### config.mk
export PLATFORM = sky130hd
export DESIGN_NAME = uart_fifo_break_shadow_ctrl
export DESIGN_NICKNAME = d
export VERILOG_FILES = /design/src/rtl/uart_shadow_pkg.sv /design/src/rtl/line_drive_if.sv /design/src/rtl/uart_fifo_break_shadow_ctrl.sv /design/src/rtl/line_driver.sv
export SDC_FILE = /design/constraint.sdc
export NUM_CORES = 1
export LEC_CHECK = 0
export BUFFER_PORTS_ARGS = -buffer_cell sky130_fd_sc_hd__buf_2
export CAP_MARGIN = 30
export CORE_MARGIN = 1.5
export CORE_UTILIZATION = 45
export CTS_CLUSTER_DIAMETER = 150
export DETAILED_ROUTE_END_ITERATION = 12
export PLACE_DENSITY = 0.73
export RECOVER_POWER = 100
export SLEW_MARGIN = 20
export SYNTH_ARGS = -nofsm -noshare
export SYNTH_HDL_FRONTEND = slang
export SYNTH_HIERARCHICAL = 1
export SYNTH_SLANG_ARGS = --single-unit
### constraint.sdc
create_clock -name aclk -period 1.9 [get_ports aclk]
set_input_delay 0.38 -clock aclk [delete_from_list [all_inputs] [get_ports aclk]]
set_output_delay 0.38 -clock aclk [all_outputs]
set_load 0.02 [all_outputs]
### src/rtl/uart_shadow_pkg.sv
package uart_shadow_pkg;

	// register byte addresses on the AXI4-Lite bus
	localparam logic [31:0] ADDR_FIFO_CTRL    = 32'h5000_1108;
	localparam logic [31:0] ADDR_LINE_CTRL    = 32'h5000_110c;
	localparam logic [31:0] ADDR_MODEM_CTRL   = 32'h5000_1110;
	localparam logic [31:0] ADDR_BREAK_SHADOW = 32'h5000_1190;
	localparam logic [31:0] ADDR_DMA_SHADOW   = 32'h5000_1194;
	localparam logic [31:0] ADDR_FIFO_SHADOW  = 32'h5000_1198;
	localparam logic [31:0] ADDR_TRIG_SHADOW  = 32'h5000_119c;
	localparam logic [31:0] ADDR_INT_STATUS   = 32'h5000_11b0;
	localparam logic [31:0] ADDR_INT_CLEAR    = 32'h5000_11b4;
	localparam logic [31:0] ADDR_INT_ENABLE   = 32'h5000_11b8;

	// field positions
	localparam int LCR_BREAK_BIT  = 6;
	localparam int FCR_ENABLE_BIT = 0;
	localparam int FCR_RX_RST_BIT = 1;
	localparam int FCR_TX_RST_BIT = 2;
	localparam int FCR_DMA_BIT    = 3;
	localparam int FCR_TRIG_LSB   = 6;
	localparam int FCR_TRIG_MSB   = 7;
	localparam int MCR_LOOP_BIT   = 4;
	localparam int MCR_IR_BIT     = 6;
	localparam int INT_RX_AVAIL   = 0;
	localparam int INT_FIFO_RST   = 1;
	localparam int INT_BITS       = 2;

	// reset values
	localparam logic [7:0] LCR_RESET = 8'h00;
	localparam logic [7:0] MCR_RESET = 8'h00;

	// fifo depth and receive trigger levels
	localparam int           LEVEL_W        = 5;
	localparam logic [4:0]   FIFO_DEPTH     = 5'h10;
	localparam logic [4:0]   TRIG_ONE       = 5'h01;
	localparam logic [4:0]   TRIG_QUARTER   = 5'h04;
	localparam logic [4:0]   TRIG_HALF      = 5'h08;
	localparam logic [4:0]   TRIG_NEAR_FULL = 5'h0e;
	localparam logic [1:0]   CODE_ONE       = 2'h0;
	localparam logic [1:0]   CODE_QUARTER   = 2'h1;
	localparam logic [1:0]   CODE_HALF      = 2'h2;

	// axi responses
	localparam logic [1:0] RESP_OKAY   = 2'h0;
	localparam logic [1:0] RESP_DECERR = 2'h3;

	// infrared pulse timing
	localparam int         CLK_PERIOD_NS = 100;
	localparam int         IR_PERIOD_NS  = 1600;
	localparam int         IR_PULSE_NS   = 300;
	localparam logic [4:0] IR_LAST_CYC   =
		5'(IR_PERIOD_NS / CLK_PERIOD_NS - 1);
	localparam logic [4:0] IR_PULSE_CYC  =
		5'((IR_PULSE_NS + CLK_PERIOD_NS - 1) / CLK_PERIOD_NS);

	typedef enum logic [1:0]
	{
		WR_IDLE = 2'h0,
		WR_RESP = 2'h1,
		WR_ADDR = 2'h3,
		WR_DATA = 2'h2
	} wr_state_t;

	typedef enum logic
	{
		RD_IDLE = 1'b0,
		RD_DATA = 1'b1
	} rd_state_t;

endpackage : uart_shadow_pkg

### src/rtl/line_drive_if.sv
`timescale 1ns/100ps
interface line_drive_if;
	logic break_on;
	logic loopback;
	logic ir_mode;
	logic tx_data;
	logic rx_pin;
	logic serial_tx;
	logic ir_tx_low;
	logic rx_loop;

	modport ctrl
	(
		output break_on, loopback, ir_mode, tx_data, rx_pin,
		input  serial_tx, ir_tx_low, rx_loop
	);
	modport drv
	(
		input  break_on, loopback, ir_mode, tx_data, rx_pin,
		output serial_tx, ir_tx_low, rx_loop
	);
endinterface : line_drive_if

### src/rtl/uart_fifo_break_shadow_ctrl.sv
// Implementation choice: the AXI4-Lite register port.
`timescale 1ns/100ps
// Notes on behaviour
// - The break shadow and the line control break bit are one flip-flop.
// - While break is set outside loopback the serial output is driven to logic zero.
// - Outside loopback the serial output stays low until break clears.
// - In infrared mode with break set outside loopback the infrared output keeps pulsing.
// - In loopback the break goes to the own receiver, not the pin.
// - The DMA mode shadow mirrors the fifo control DMA bit, mode 0 or 1.
// - The fifo enable shadow mirrors the fifo control enable bit.
// - Clearing fifo enable from one resets both fifo controllers.
// - The trigger shadow writes only the receive trigger field.
// - Code 00 is one character and code 11 is two less than full.
// - Receive data available is raised when the fill reaches the trigger with the fifos enabled, and at one character with them disabled.
// - In DMA mode 1 with the fifos enabled the receive request follows the trigger level.
module uart_fifo_break_shadow_ctrl
	import uart_shadow_pkg::*;
(
	input  wire logic               aclk,
	input  wire logic               aresetn,
	input  wire logic [31:0]        awaddr,
	input  wire logic [2:0]         awprot,
	input  wire logic               awvalid,
	output logic                    awready,
	input  wire logic [31:0]        wdata,
	input  wire logic [3:0]         wstrb,
	input  wire logic               wvalid,
	output logic                    wready,
	output logic [1:0]              bresp,
	output logic                    bvalid,
	input  wire logic               bready,
	input  wire logic [31:0]        araddr,
	input  wire logic [2:0]         arprot,
	input  wire logic               arvalid,
	output logic                    arready,
	output logic [31:0]             rdata,
	output logic [1:0]              rresp,
	output logic                    rvalid,
	input  wire logic               rready,
	input  wire logic               tx_serial_data,
	input  wire logic               rx_serial_pin,
	input  wire logic [LEVEL_W-1:0] rx_fifo_level,
	input  wire logic [LEVEL_W-1:0] tx_fifo_level,
	output logic                    serial_tx_line,
	output logic                    ir_tx_output_low,
	output logic                    rx_loop_data,
	output logic                    tx_fifo_ctrl_reset,
	output logic                    rx_fifo_ctrl_reset,
	output logic                    fifos_enabled,
	output logic                    tx_dma_request_low,
	output logic                    rx_dma_request_low,
	output logic                    irq
);

	function automatic logic [LEVEL_W-1:0] trigger_level
	(
		input logic [1:0] code
	);
		if (code == CODE_ONE)
			trigger_level = TRIG_ONE;
		else if (code == CODE_QUARTER)
			trigger_level = TRIG_QUARTER;
		else if (code == CODE_HALF)
			trigger_level = TRIG_HALF;
		else
			trigger_level = TRIG_NEAR_FULL;
	endfunction : trigger_level

	// pin synchroniser
	logic                rx_sync1;
	logic                rx_sync2;

	// bus state
	wr_state_t           wr_state;
	wr_state_t           next_wr_state;
	rd_state_t           rd_state;
	rd_state_t           next_rd_state;
	logic [31:0]         wr_addr;
	logic [31:0]         next_wr_addr;
	logic [31:0]         wr_data;
	logic [31:0]         next_wr_data;
	logic [3:0]          wr_strb;
	logic [3:0]          next_wr_strb;
	logic [1:0]          next_bresp;
	logic [31:0]         next_rdata;
	logic [1:0]          next_rresp;

	// control state
	logic [7:0]          line_control_word;
	logic [7:0]          next_lcr;
	logic [7:0]          modem_control_word;
	logic [7:0]          next_mcr;
	logic                fifo_enable;
	logic                next_fifo_enable;
	logic                dma_mode;
	logic                next_dma_mode;
	logic [1:0]          rx_trigger;
	logic [1:0]          next_rx_trigger;
	logic [INT_BITS-1:0] int_status;
	logic [INT_BITS-1:0] next_int_status;
	logic [INT_BITS-1:0] int_enable;
	logic [INT_BITS-1:0] next_int_enable;
	logic                next_tx_reset;
	logic                next_rx_reset;
	logic                next_tx_dma_low;
	logic                next_rx_dma_low;
	logic                next_irq;

	// write decode helpers
	logic                wr_fire;
	logic [31:0]         eff_addr;
	logic [31:0]         eff_data;
	logic                eff_low;
	logic                wr_ok;
	logic [INT_BITS-1:0] clear_bits;
	logic [INT_BITS-1:0] events;
	logic [LEVEL_W-1:0]  rx_level_goal;
	logic                rx_avail;

	line_drive_if line ();

	assign line.break_on = line_control_word[LCR_BREAK_BIT];
	assign line.loopback = modem_control_word[MCR_LOOP_BIT];
	assign line.ir_mode  = modem_control_word[MCR_IR_BIT];
	assign line.tx_data  = tx_serial_data;
	assign line.rx_pin   = rx_sync2;

	line_driver u_line_driver
	(
		.aclk    (aclk),
		.aresetn (aresetn),
		.line    (line.drv)
	);

	assign serial_tx_line   = line.serial_tx;
	assign ir_tx_output_low = line.ir_tx_low;
	assign rx_loop_data     = line.rx_loop;

	always_ff @(posedge aclk)
	begin
		if (!aresetn)
		begin
			rx_sync1 <= 1'b1;
			rx_sync2 <= 1'b1;
		end
		else
		begin
			rx_sync1 <= rx_serial_pin;
			rx_sync2 <= rx_sync1;
		end
	end

	// write channel: address and data accepted in either order
	always_comb
	begin
		next_wr_state = wr_state;
		next_wr_addr  = wr_addr;
		next_wr_data  = wr_data;
		next_wr_strb  = wr_strb;
		wr_fire       = 1'b0;
		case (wr_state)
			WR_IDLE:
			begin
				// readies stay low for one cycle after reset
				if (awready && awvalid && wvalid)
				begin
					wr_fire       = 1'b1;
					next_wr_state = WR_RESP;
				end
				else if (awready && awvalid)
				begin
					next_wr_addr  = awaddr;
					next_wr_state = WR_ADDR;
				end
				else if (wready && wvalid)
				begin
					next_wr_data  = wdata;
					next_wr_strb  = wstrb;
					next_wr_state = WR_DATA;
				end
			end
			WR_ADDR:
			begin
				if (wvalid)
				begin
					wr_fire       = 1'b1;
					next_wr_state = WR_RESP;
				end
			end
			WR_DATA:
			begin
				if (awvalid)
				begin
					wr_fire       = 1'b1;
					next_wr_state = WR_RESP;
				end
			end
			WR_RESP:
			begin
				if (bready)
					next_wr_state = WR_IDLE;
			end
			default:
				next_wr_state = WR_IDLE;
		endcase
		eff_addr = (wr_state == WR_ADDR) ? wr_addr : awaddr;
		eff_data = (wr_state == WR_DATA) ? wr_data : wdata;
		eff_low  = (wr_state == WR_DATA) ? wr_strb[0] : wstrb[0];
	end

	// register updates; upper bytes are never stored
	always_comb
	begin
		next_lcr         = line_control_word;
		next_mcr         = modem_control_word;
		next_fifo_enable = fifo_enable;
		next_dma_mode    = dma_mode;
		next_rx_trigger  = rx_trigger;
		next_int_enable  = int_enable;
		next_tx_reset    = 1'b0;
		next_rx_reset    = 1'b0;
		clear_bits       = '0;
		wr_ok            = 1'b1;
		if (eff_addr == ADDR_LINE_CTRL)
		begin
			if (wr_fire && eff_low)
				next_lcr = eff_data[7:0];
		end
		else if (eff_addr == ADDR_BREAK_SHADOW)
		begin
			if (wr_fire && eff_low)
				next_lcr[LCR_BREAK_BIT] = eff_data[0];
		end
		else if (eff_addr == ADDR_FIFO_CTRL)
		begin
			if (wr_fire && eff_low)
			begin
				next_fifo_enable = eff_data[FCR_ENABLE_BIT];
				next_dma_mode    = eff_data[FCR_DMA_BIT];
				next_rx_trigger  =
					eff_data[FCR_TRIG_MSB:FCR_TRIG_LSB];
				next_rx_reset    = eff_data[FCR_RX_RST_BIT];
				next_tx_reset    = eff_data[FCR_TX_RST_BIT];
			end
		end
		else if (eff_addr == ADDR_DMA_SHADOW)
		begin
			if (wr_fire && eff_low)
				next_dma_mode = eff_data[0];
		end
		else if (eff_addr == ADDR_FIFO_SHADOW)
		begin
			if (wr_fire && eff_low)
				next_fifo_enable = eff_data[0];
		end
		else if (eff_addr == ADDR_TRIG_SHADOW)
		begin
			if (wr_fire && eff_low)
				next_rx_trigger = eff_data[1:0];
		end
		else if (eff_addr == ADDR_MODEM_CTRL)
		begin
			if (wr_fire && eff_low)
				next_mcr = eff_data[7:0];
		end
		else if (eff_addr == ADDR_INT_CLEAR)
		begin
			if (wr_fire && eff_low)
				clear_bits = eff_data[INT_BITS-1:0];
		end
		else if (eff_addr == ADDR_INT_ENABLE)
		begin
			if (wr_fire && eff_low)
				next_int_enable = eff_data[INT_BITS-1:0];
		end
		else if (eff_addr != ADDR_INT_STATUS)
			wr_ok = 1'b0;
		// a disable clears both controllers, not the data
		if (fifo_enable && !next_fifo_enable)
		begin
			next_rx_reset = 1'b1;
			next_tx_reset = 1'b1;
		end
		next_bresp = bresp;
		if (wr_fire)
			next_bresp = wr_ok ? RESP_OKAY : RESP_DECERR;
	end

	// fill comparison, dma requests and interrupt
	always_comb
	begin
		rx_level_goal = fifo_enable ? trigger_level(rx_trigger) : TRIG_ONE;
		rx_avail      = rx_fifo_level >= rx_level_goal;
		if (fifo_enable && dma_mode)
		begin
			next_rx_dma_low = !rx_avail;
			next_tx_dma_low = !(tx_fifo_level < FIFO_DEPTH);
		end
		else
		begin
			next_rx_dma_low = rx_fifo_level == '0;
			next_tx_dma_low = tx_fifo_level != '0;
		end
		events               = '0;
		events[INT_RX_AVAIL] = rx_avail;
		events[INT_FIFO_RST] = next_rx_reset || next_tx_reset;
		// a new event beats a clear in the same cycle
		next_int_status = (int_status & ~clear_bits) | events;
		next_irq        = |(next_int_status & next_int_enable);
	end

	// read channel
	always_comb
	begin
		next_rd_state = rd_state;
		next_rdata    = rdata;
		next_rresp    = rresp;
		case (rd_state)
			RD_IDLE:
			begin
				if (arvalid && arready)
				begin
					next_rd_state = RD_DATA;
					next_rdata    = 32'h0000_0000;
					next_rresp    = RESP_OKAY;
					if (araddr == ADDR_LINE_CTRL)
						next_rdata[7:0] = line_control_word;
					else if (araddr == ADDR_BREAK_SHADOW)
						next_rdata[0] = line_control_word[LCR_BREAK_BIT];
					else if (araddr == ADDR_FIFO_CTRL)
					begin
						next_rdata[FCR_ENABLE_BIT] = fifo_enable;
						next_rdata[FCR_DMA_BIT]    = dma_mode;
						next_rdata[FCR_TRIG_MSB:FCR_TRIG_LSB] = rx_trigger;
					end
					else if (araddr == ADDR_DMA_SHADOW)
						next_rdata[0] = dma_mode;
					else if (araddr == ADDR_FIFO_SHADOW)
						next_rdata[0] = fifo_enable;
					else if (araddr == ADDR_TRIG_SHADOW)
						next_rdata[1:0] = rx_trigger;
					else if (araddr == ADDR_MODEM_CTRL)
						next_rdata[7:0] = modem_control_word;
					else if (araddr == ADDR_INT_STATUS)
						next_rdata[INT_BITS-1:0] = int_status;
					else if (araddr == ADDR_INT_ENABLE)
						next_rdata[INT_BITS-1:0] = int_enable;
					else if (araddr != ADDR_INT_CLEAR)
						next_rresp = RESP_DECERR;
				end
			end
			RD_DATA:
			begin
				if (rready)
					next_rd_state = RD_IDLE;
			end
			default:
				next_rd_state = RD_IDLE;
		endcase
	end

	always_ff @(posedge aclk)
	begin
		if (!aresetn)
		begin
			wr_state           <= WR_IDLE;
			rd_state           <= RD_IDLE;
			wr_addr            <= 32'h0000_0000;
			wr_data            <= 32'h0000_0000;
			wr_strb            <= 4'h0;
			awready            <= 1'b0;
			wready             <= 1'b0;
			bvalid             <= 1'b0;
			bresp              <= RESP_OKAY;
			arready            <= 1'b0;
			rvalid             <= 1'b0;
			rdata              <= 32'h0000_0000;
			rresp              <= RESP_OKAY;
			line_control_word                <= LCR_RESET;
			modem_control_word                <= MCR_RESET;
			fifo_enable        <= 1'b0;
			dma_mode           <= 1'b0;
			rx_trigger         <= CODE_ONE;
			int_status         <= '0;
			int_enable         <= '0;
			tx_fifo_ctrl_reset <= 1'b0;
			rx_fifo_ctrl_reset <= 1'b0;
			fifos_enabled      <= 1'b0;
			tx_dma_request_low <= 1'b1;
			rx_dma_request_low <= 1'b1;
			irq                <= 1'b0;
		end
		else
		begin
			wr_state           <= next_wr_state;
			rd_state           <= next_rd_state;
			wr_addr            <= next_wr_addr;
			wr_data            <= next_wr_data;
			wr_strb            <= next_wr_strb;
			awready            <= next_wr_state == WR_IDLE
				|| next_wr_state == WR_DATA;
			wready             <= next_wr_state == WR_IDLE
				|| next_wr_state == WR_ADDR;
			bvalid             <= next_wr_state == WR_RESP;
			bresp              <= next_bresp;
			arready            <= next_rd_state == RD_IDLE;
			rvalid             <= next_rd_state == RD_DATA;
			rdata              <= next_rdata;
			rresp              <= next_rresp;
			line_control_word                <= next_lcr;
			modem_control_word                <= next_mcr;
			fifo_enable        <= next_fifo_enable;
			dma_mode           <= next_dma_mode;
			rx_trigger         <= next_rx_trigger;
			int_status         <= next_int_status;
			int_enable         <= next_int_enable;
			tx_fifo_ctrl_reset <= next_tx_reset;
			rx_fifo_ctrl_reset <= next_rx_reset;
			fifos_enabled      <= next_fifo_enable;
			tx_dma_request_low <= next_tx_dma_low;
			rx_dma_request_low <= next_rx_dma_low;
			irq                <= next_irq;
		end
	end

endmodule : uart_fifo_break_shadow_ctrl

### src/rtl/line_driver.sv
`timescale 1ns/100ps
module line_driver
	import uart_shadow_pkg::*;
(
	input wire logic   aclk,
	input wire logic   aresetn,
	line_drive_if.drv  line
);

	logic [4:0] ir_count;
	logic [4:0] next_ir_count;
	logic       serial_tx;
	logic       next_serial_tx;
	logic       ir_tx_low;
	logic       next_ir_tx_low;
	logic       rx_loop;
	logic       next_rx_loop;
	logic       space_bit;
	logic       ir_active;

	always_comb
	begin
		space_bit = line.break_on || !line.tx_data;
		// sir pulses while spacing; a break keeps it pulsing
		ir_active = line.ir_mode && !line.loopback && space_bit;
		next_ir_count = 5'h00;
		if (ir_active && ir_count != IR_LAST_CYC)
			next_ir_count = ir_count + 5'h01;
		next_ir_tx_low = !(ir_active && ir_count < IR_PULSE_CYC);
		// in loopback the line idles at mark, break goes inward
		if (line.loopback)
			next_serial_tx = 1'b1;
		else if (line.break_on)
			next_serial_tx = 1'b0;
		else
			next_serial_tx = line.tx_data;
		if (line.loopback)
			next_rx_loop = line.break_on ? 1'b0 : line.tx_data;
		else
			next_rx_loop = line.rx_pin;
	end

	always_ff @(posedge aclk)
	begin
		if (!aresetn)
		begin
			ir_count  <= 5'h00;
			serial_tx <= 1'b1;
			ir_tx_low <= 1'b1;
			rx_loop   <= 1'b1;
		end
		else
		begin
			ir_count  <= next_ir_count;
			serial_tx <= next_serial_tx;
			ir_tx_low <= next_ir_tx_low;
			rx_loop   <= next_rx_loop;
		end
	end

	assign line.serial_tx = serial_tx;
	assign line.ir_tx_low = ir_tx_low;
	assign line.rx_loop   = rx_loop;

endmodule : line_driver

## Yosys cells after proc, flatten, opt, wreduce, memory -nomap -nowiden

Cells that the tools add are included.

| word-level totals | value |
|---|---|
| register bits | 99 |
| word-level logic and storage cells | 236 |

| cells by class | value |
|---|---|
| $lt $le $gt $ge | 3 |
| $add $sub $neg | 1 |
| equality and inequality tests | 34 |
| multiplexer cells | 112 |
| reductions and logical operators | 40 |
| bitwise logic cells | 15 |

Operators by type and width:

| cell | number |
|---|---|
| 32-bit by 31-bit == test with 1-bit output, second input constant | 18 |
| 2-bit 2-to-1 mux | 49 |
| 32-bit by 31-bit inequality test with 1-bit output, second input constant | 2 |
| 1-bit 2-to-1 mux | 47 |
| 32-bit 2-to-1 mux | 1 |
| 7-bit 2-to-1 mux | 4 |
| 8-bit 2-to-1 mux | 2 |
| 6-bit 2-to-1 mux | 2 |
| 1-bit logical AND | 11 |
| 1-bit NOT | 11 |
| 2-bit == test, second input constant | 5 |
| 4-bit 2-to-1 mux | 2 |
| 2-bit inequality test, second input constant | 4 |
| 2-bit case mux with 4 select lines | 1 |
| 2-bit AND reduction | 4 |
| 8-bit AND reduction | 1 |
| 7-bit AND reduction | 1 |
| 2-bit by 1-bit == test with 1-bit output, second input constant | 3 |
| 1-bit logical NOT | 6 |
| 2-bit logical NOT | 3 |
| 2-bit nonzero test | 3 |
| 5-bit by 1-bit adder with 5-bit output, second input constant | 1 |
| 5-bit >= comparator | 1 |
| 5-bit logical NOT | 1 |
| 17 further kinds | 22 |

## Longest topological paths before layout

Gate-level depths: netlist of run 1.

| depth | value |
|---|---|
| depth in word-level cells | 19 |
| depth in mapped cells | 10 |
| mapped depth without buffers | 9 |

## By module

The synthesis of run 1 kept the hierarchy.

By module, submodules not included:

| module | cells an instance | area each (µm²) | times used |
|---|---|---|---|
| uart_fifo_break_shadow_ctrl | 540 | 4554.4 | 1 |
| line_driver | 31 | 321.6 | 1 |

## Worst setup path after synthesis of run 1

Ideal clock, no wire load.

| path | value |
|---|---|
| path type | register -> register |
| start point | register fifo_enable |
| end point | register irq |
| data arrival time | 2.033 ns |
| cell stages (with the launch flop) | 11 |
| setup slack | -0.260 ns |
| period minus slack after synthesis | 2.160 ns |
| setup time | 0.128 ns |
| required time | 1.772 ns |
| path through | dfxtp_1 > clkbuf_1 > o21ai_0 > ha_1 > nand2b_1 > a21o_1 > a21o_1 > a211oi_1 > inv_1 > a21oi_1 > o32ai_1 |

| on the way | value |
|---|---|
| word-level cells in the longest chain between the ends | 13 |

RTL lines:

| element | line | text |
|---|---|---|
| from (decl) | uart_fifo_break_shadow_ctrl.sv:93 | `logic fifo_enable;` |
| from (signal assigned) | uart_fifo_break_shadow_ctrl.sv:412 | `fifo_enable <= next_fifo_enable;` |
| 1-bit 2-to-1 mux | uart_fifo_break_shadow_ctrl.sv:236, uart_fifo_break_shadow_ctrl.sv:253 |  |
| 1-bit 2-to-1 mux | uart_fifo_break_shadow_ctrl.sv:251 | `else if (eff_addr == ADDR_FIFO_SHADOW)` |
| 1-bit 2-to-1 mux | uart_fifo_break_shadow_ctrl.sv:246 | `else if (eff_addr == ADDR_DMA_SHADOW)` |
| 1-bit 2-to-1 mux | uart_fifo_break_shadow_ctrl.sv:234 | `else if (eff_addr == ADDR_FIFO_CTRL)` |
| 1-bit 2-to-1 mux | uart_fifo_break_shadow_ctrl.sv:229 | `else if (eff_addr == ADDR_BREAK_SHADOW)` |
| 1-bit 2-to-1 mux | uart_fifo_break_shadow_ctrl.sv:224 | `if (eff_addr == ADDR_LINE_CTRL)` |
| 1-bit logical NOT | uart_fifo_break_shadow_ctrl.sv:279 | `if (fifo_enable && !next_fifo_enable)` |
| 1-bit logical AND | uart_fifo_break_shadow_ctrl.sv:279 |  |
| 1-bit 2-to-1 mux | uart_fifo_break_shadow_ctrl.sv:279 |  |
| 1-bit logical OR | uart_fifo_break_shadow_ctrl.sv:306 | `events[INT_FIFO_RST] = next_rx_reset \|\| next_tx_reset;` |
| 2-bit bitwise OR * | uart_fifo_break_shadow_ctrl.sv:308 | `next_int_status = (int_status & ~clear_bits) \| events;` |
| 2-bit bitwise AND * | uart_fifo_break_shadow_ctrl.sv:309 | `next_irq = \|(next_int_status & next_int_enable);` |
| 2-bit OR reduction * | uart_fifo_break_shadow_ctrl.sv:309 |  |
| to (signal assigned) | uart_fifo_break_shadow_ctrl.sv:422 | `irq <= next_irq;` |
| to (decl) | uart_fifo_break_shadow_ctrl.sv:52 | `output logic irq` |

Every way passes the cells marked *; elsewhere a longest branch is shown, timed or not.
A chain may end at the register's enable or synchronous reset.

## Worst setup path after layout of run 1

| path | value |
|---|---|
| start point | register wr_state[0] |
| end point | register irq |

| on the way | value |
|---|---|
| word-level cells in the longest chain between the ends | 17 |

RTL lines:

| element | line | text |
|---|---|---|
| from (decl) | uart_fifo_break_shadow_ctrl.sv:74 | `wr_state_t wr_state;` |
| from (signal assigned) | uart_fifo_break_shadow_ctrl.sv:395 | `wr_state <= next_wr_state;` |
| branches (longest 15 deep; another with 32-bit 2-to-1 mux) | - |  |
| 2-bit bitwise AND * | uart_fifo_break_shadow_ctrl.sv:309 |  |
| 2-bit OR reduction * | uart_fifo_break_shadow_ctrl.sv:309 |  |

Mark *: on every way between the ends.

==> impl_metrics.json, run 1 <==
{
  "endpoint_kind": "register",
  "viasPerCell": 5.37,
  "avgSynthCellArea_um2": 8.54,
  "grt_pass1_vias": 4434,
  "antenna_found_initial": 0,
  "worstSetupPathType": "register to register",
  "route.detailed.drc": 0,
  "cap_viol_max_count": 0,
  "dp_cells": 854,
  "hp-class": "input pin to register",
  "clock_sinks": 97,
  "setup_viol": 27,
  "diodes": 0,
  "pin_count": 175,
  "dp_hpwl_mm": 9.30,
  "ant_nets": 0,
  "grt_max_degree": 35,
  "rsz0062_at_grt": "yes",
  "seq_area_frac_synth": 0.398,
  "firstDrtPassIters": 5,
  "post-route-period-util": 1.09,
  "rows": 37,
  "arrival_ns": 2.35,
  "yosysTopAreaCell": "dfxtp_1",
  "wl_mm": 12.8,
  "synth.most_common_cell": "dfxtp_1",
  "slew_violations": 0,
  "yosys-top-cells-count": "dfxtp_1 (97), nand2_1 (84), nor2_1 (58), a21oi_1 (44), mux2i_1 (33)",
  "ctsHoldBuffers": 0,
  "holdWs_ns": 0.176,
  "max_freq_mhz": 482,
  "synth_area_leaders": "dfxtp_1 (40%), mux2i_1 (6.8%), nand2_1 (6.5%)",
  "nets": 869,
  "root_buffer": "clkbuf_8",
  "fp.dieW_um": 107,
  "hp-start": "rx_serial_pin",
  "synth_flop_cell": "dfxtp_1",
  "gp_congestion": 0.870,
  "postSynthCellCount": 571,
  "worstReg2RegStart": "wr_state[0]",
  "fin_cells": 878,
  "finalHoldViolCount": 0,
  "power_leakage_nw": 2.69,
  "grt_usage": 0.223,
  "grt-ovfl-total": 0,
  "worstSetupStartpoint": "wr_state[0]",
  "synthArstFlopShare": 0,
  "clock_path_buffers": 2,
  "clkTransAtPathRegs_ns": 0.10,
  "drt_iter0_drc": 368,
  "route.vias.total": 4719,
  "numPortBuffers": 117,
  "crit_fanout": 7,
  "wl_per_cell_um": 14.6,
  "power_density_mw_per_mm2": 671,
  "drive_gt1_frac": 0.336,
  "max_slew_margin": 0.592,
  "worstMarginPinSlew_ns": 0.612,
  "core_area_mm2": 0.0104,
  "violations": "negative setup slack",
  "outcome": "finished, violations left",
  "fin_crit_ns": 2.08,
  "start_kind": "register",
  "cts_made_buffers": 9,
  "clock_skew_ns": 0.0160,
  "start_util": 0.468,
  "tritoncts": "yes",
  "die_h_um": 107,
  "worst_slack_ns": -0.176,
  "htree_num_levels": 3,
  "die_area_mm2": 0.0115,
  "synth.distinct_cells": 67,
  "ir_drop_mv": 0.435,
  "grt_pass1_wl_mm": 20.4,
  "crit_required_ns": 2.17,
  "syn-cell-area_mm2": 0.00488,
  "area_delta_synth_final_pct": 30.3,
  "synth_edf_count": 0,
  "ys_seq_elements": 97,
  "yosysTopAreaCellShare": 0.398,
  "yosys_warnings": 6,
  "clock_latency_ns": 0.39
}
layout make-up:
class,count,area (um^2)
clock buffers,9,124
clock inverters,7,66.3
fillers,929,4060
inverters,14,52.6
multi-input cells,430,2900
flip-flops and latches,97,1960
well taps,136,170
repair buffers,185,1080
repair_timing:
action | in CTS | in global routing
setup buffers | 3 | 4
resized for setup | 22 | 32
setup endpoints to repair | 29 | 30
pin swaps | 7 | 19
gates cloned | 1 | 0
endpoints found under the hold margin | 0 | 0
routing by layer:
layer,track usage,part of all wire,up-vias
met5,0,0,-
met4,0.0943,0.019,0
met3,0.0340,0.052,22
met2,0.380,0.50,162
met1,0.278,0.43,2226
li1,-,-,2309
final timing paths:
check | to | depth (start not counted) | slack [ns]
max | irq | 8 | -0.18
min | rx_sync1 | 2 | 0.18
max reg2reg | irq | 8 | -0.18
min reg2reg | line.rx_pin | 1 | 0.41
registers in the layout (all words and copies together) (netlist names), 2 cells and up:
| register | count |
|---|---|
| line_control_word | 8 |
| modem_control_word | 8 |
| wr_data | 8 |
| wr_addr | 32 |
| wr_state | 2 |
| rdata | 8 |
| int_enable | 2 |
| rx_trigger | 2 |
| u_line_driver/ir_count | 5 |
| int_status | 2 |
layout by cell type (no fill, tap or decap), types with 4 or more instances in the layout:
cell type	count
buf_2	91
dfxtp_1	89
nand2_1	84
buf_4	60
nor2_1	54
a21oi_1	42
mux2i_1	31
clkbuf_1	27
conb_1	24
o21ai_0	15
inv_1	13
mux2_2	10
nand4_1	9
clkbuf_8	9
nand2b_1	8
nand3_1	7
nor4_2	7
a221oi_1	7
ha_1	7
nor3_1	6
or4_1	5
and2_1	5
nor4b_1	5
or3_1	5
dfxtp_2	5
a31oi_1	4
a21o_1	4
nor2b_1	4
critical path: stages, from the launching register on:
cell	delay [ns]
dfxtp_4	0.37
buf_4	0.15
nand2b_1	0.17
a2bb2oi_1	0.18
nor2_2	0.25
nand3_2	0.15
or3_4	0.43
mux2i_4	0.18
o32ai_2	0.09
logic make-up (layout without fill, tap and decap cells):
group                      count (synthesis)  after routing  synth area share
buffers and inverters                     68            215            0.0801
and+or+nand+nor                          244            245             0.264
xor gates and xnor gates                   2              2           0.00359
adders and majority gates                  7              7            0.0180
AOI/OAI and AO/OA                        105            105             0.134
muxes                                     47             47             0.102
DFF                                       97             97             0.398
other                                      1             24          0.000769
report_power, final:
group	internal [mW]	switching (mW)
registers	2.11	0.0547
logic	0.353	0.458
clock network	0.499	0.784
total	2.96	1.30
stage by stage:
| step | TNS (ns) | utilization | instance area (um^2) | worst slack (ns) | total power [mW] |
|---|---|---|---|---|---|
| floorplan | -0.257 | - | 5040 | -0.102 | 2.70 |
| global placement | -8.00 | 0.569 | 5920 | -0.359 | 2.96 |
| detailed placement | -9.14 | 0.569 | 5920 | -0.384 | 2.98 |
| CTS | -2.10 | 0.599 | 6230 | -0.155 | 4.27 |
| global route | -5.59 | 0.610 | 6350 | -0.282 | 4.45 |
| finish | -2.31 | 0.610 | 6350 | -0.176 | 4.26 |
No activity file was read; power rests on OpenSTA's default activity.
==> run 2, diff against run 1 <==
Settings changed: GPL_TIMING_DRIVEN set to 0.
==> run 2 against run 1 <==
The flow still finishes with violations (negative setup slack); combinational power grew 5.1%; final area grew 2.4%; clock skew shrank 0.00085 ns; cell count grew 0.34%; die area is the same; sequential power is essentially flat; largest cell class unchanged; critical path type unchanged; global-route usage grew 0.82 points; hold slack gained 0.0031 ns; first-iteration DRC count shrank 43%.
==> impl_metrics.json, run 2 (same netlist as run 1, synthesis figures left out) <==
{
  "fin_area_mm2": 0.00651,
  "worst_r2r_path_depth": 7,
  "worstReg2RegStart": "wr_state[1]",
  "clock_path_buffers": 2,
  "place_ws_ns": -0.660,
  "firstDrtPassIters": 6,
  "finalHoldViolCount": 0,
  "worst_slack_ns": -0.294,
  "wl_per_cell_um": 15.5,
  "r2r_slack_ns": -0.29,
  "setup_viol": 28,
  "core_area_mm2": 0.0104,
  "power_mw": 4.56,
  "rows": 37,
  "rsz0062_at_grt": "yes",
  "power_leakage_nw": 2.75,
  "clock_sinks": 97,
  "worstSetupStartpoint": "wr_state[1]",
  "ir_drop_mv": 0.391,
  "diodes": 0,
  "clkTransAtPathRegs_ns": 0.10,
  "cap_viol_max_count": 0,
  "nets": 872,
  "cts_made_buffers": 9,
  "clock_skew_ns": 0.0151,
  "gp_congestion": 0.895,
  "arrival_ns": 2.47,
  "largest_reg_flops": 32,
  "crit_required_ns": 2.18,
  "worstSetupPathType": "register to register",
  "holdPathStages": 2,
  "hp-start": "rx_serial_pin",
  "slew_violations": 0,
  "wl_met2_mm": 6.87,
  "tritoncts": "yes",
  "min_to": "rx_sync1",
  "grt_pass1_vias": 4357,
  "viasPerCell": 5.39,
  "ant_nets": 0,
  "top_layer": "met4",
  "timing.rr.end": "irq",
  "violations": "negative setup slack",
  "grt_pass1_wl_mm": 20.9,
  "dp_hpwl_mm": 9.54,
  "root_buffer": "clkbuf_8",
  "holdWs_ns": 0.179,
  "grt-ovfl-total": 0,
  "antenna_found_initial": 0,
  "die_h_um": 107,
  "hp-class": "input pin to register",
  "grt_max_degree": 17,
  "route.vias.total": 4751,
  "crit_fanout": 8,
  "drive_gt1_frac": 0.350,
  "final_common_cell": "buf_2",
  "worstMarginPinSlew_ns": 0.674,
  "route.detailed.drc": 0,
  "place_area_mm2": 0.00579,
  "fp.dieW_um": 107,
  "start_util": 0.468,
  "max_freq_mhz": 456,
  "ctsHoldBuffers": 0,
  "max_slew_margin": 0.550,
  "final_cell_mix": "buf_2 (101), dfxtp_1 (89), nand2_1 (83)",
  "wl_mm": 13.7,
  "endpoint_kind": "register",
  "grt_usage": 0.231,
  "numPortBuffers": 116,
  "setup_tns_ns": -5.17,
  "start_kind": "register",
  "top_register": "wr_addr",
  "htree_num_levels": 3,
  "power_density_mw_per_mm2": 701,
  "wl_met3_um": 720,
  "m1WireLength_mm": 5.75,
  "drt_iter0_drc": 209,
  "post-route-period-util": 1.15,
  "area_delta_synth_final_pct": 33.5,
  "die_area_mm2": 0.0115,
  "fillers": 890,
  "outcome": "finished, violations left",
  "clock_latency_ns": 0.37,
  "fin_crit_ns": 2.19,
  "pin_count": 175
}
run 2: routing by layer:
metal / up-vias / track usage
met5: - / 0
met4: 0 / 0.0838
met2: 161 / 0.408
met1: 2253 / 0.287
li1: 2307 / -
met3: 30 / 0.0286
run 2: layout make-up:
type,instances,area (um^2),share of cell area
timing repair buffer,137,756,0.116
multi-input combinational,431,2990,0.460
buffer,50,348,0.0535
clock buffer,11,141,0.0217
sequential,97,1960,0.301
clock inverter,5,86.3,0.0133
inverter,14,52.6,0.00808
tap,136,170,0.0261
run 2: what timing repair did:
item | 4_1_cts | 5_1_grt
gates resized for setup | 50 | 35
endpoints found under the setup margin | 67 | 68
buffers inserted | 14 | 7
pin swaps | 22 | 15
cloned | 1 | 1
run 2: worst max path at each step:
stage,endpoint,slack [ns],cells past startpoint
floorplan,rdata[1],-0.10,8
finish,irq,-0.29,7
CTS,irq,-0.22,7
global placement,irq,-0.67,8
detailed placement,irq,-0.66,8
global route,irq,-0.35,7
run 2: metrics by stage:
step           std cells   util
2_1_floorplan        594      -
3_3_place_gp         846  0.556
3_5_place_dp         846  0.556
4_1_cts              875  0.608
5_1_grt              881  0.625
6_report             881  0.625
run 2: report_power, final:
group          internal [mW]  leakage, nW  switching, mW  total, mW
combinational          0.370         1.84          0.481      0.852
sequential              2.11        0.792         0.0596       2.17
clock                  0.790        0.115          0.745       1.54
total                   3.27         2.75           1.29       4.56
run 2: worst max-delay path, cell delays in order (launching register included):
cell and delay [ns]:
dfxtp_4 0.38, buf_12 0.13, nand2_8 0.11, mux2i_1 0.43
nand2b_1 0.30, or3_4 0.43, mux2i_4 0.20, o32ai_2 0.13
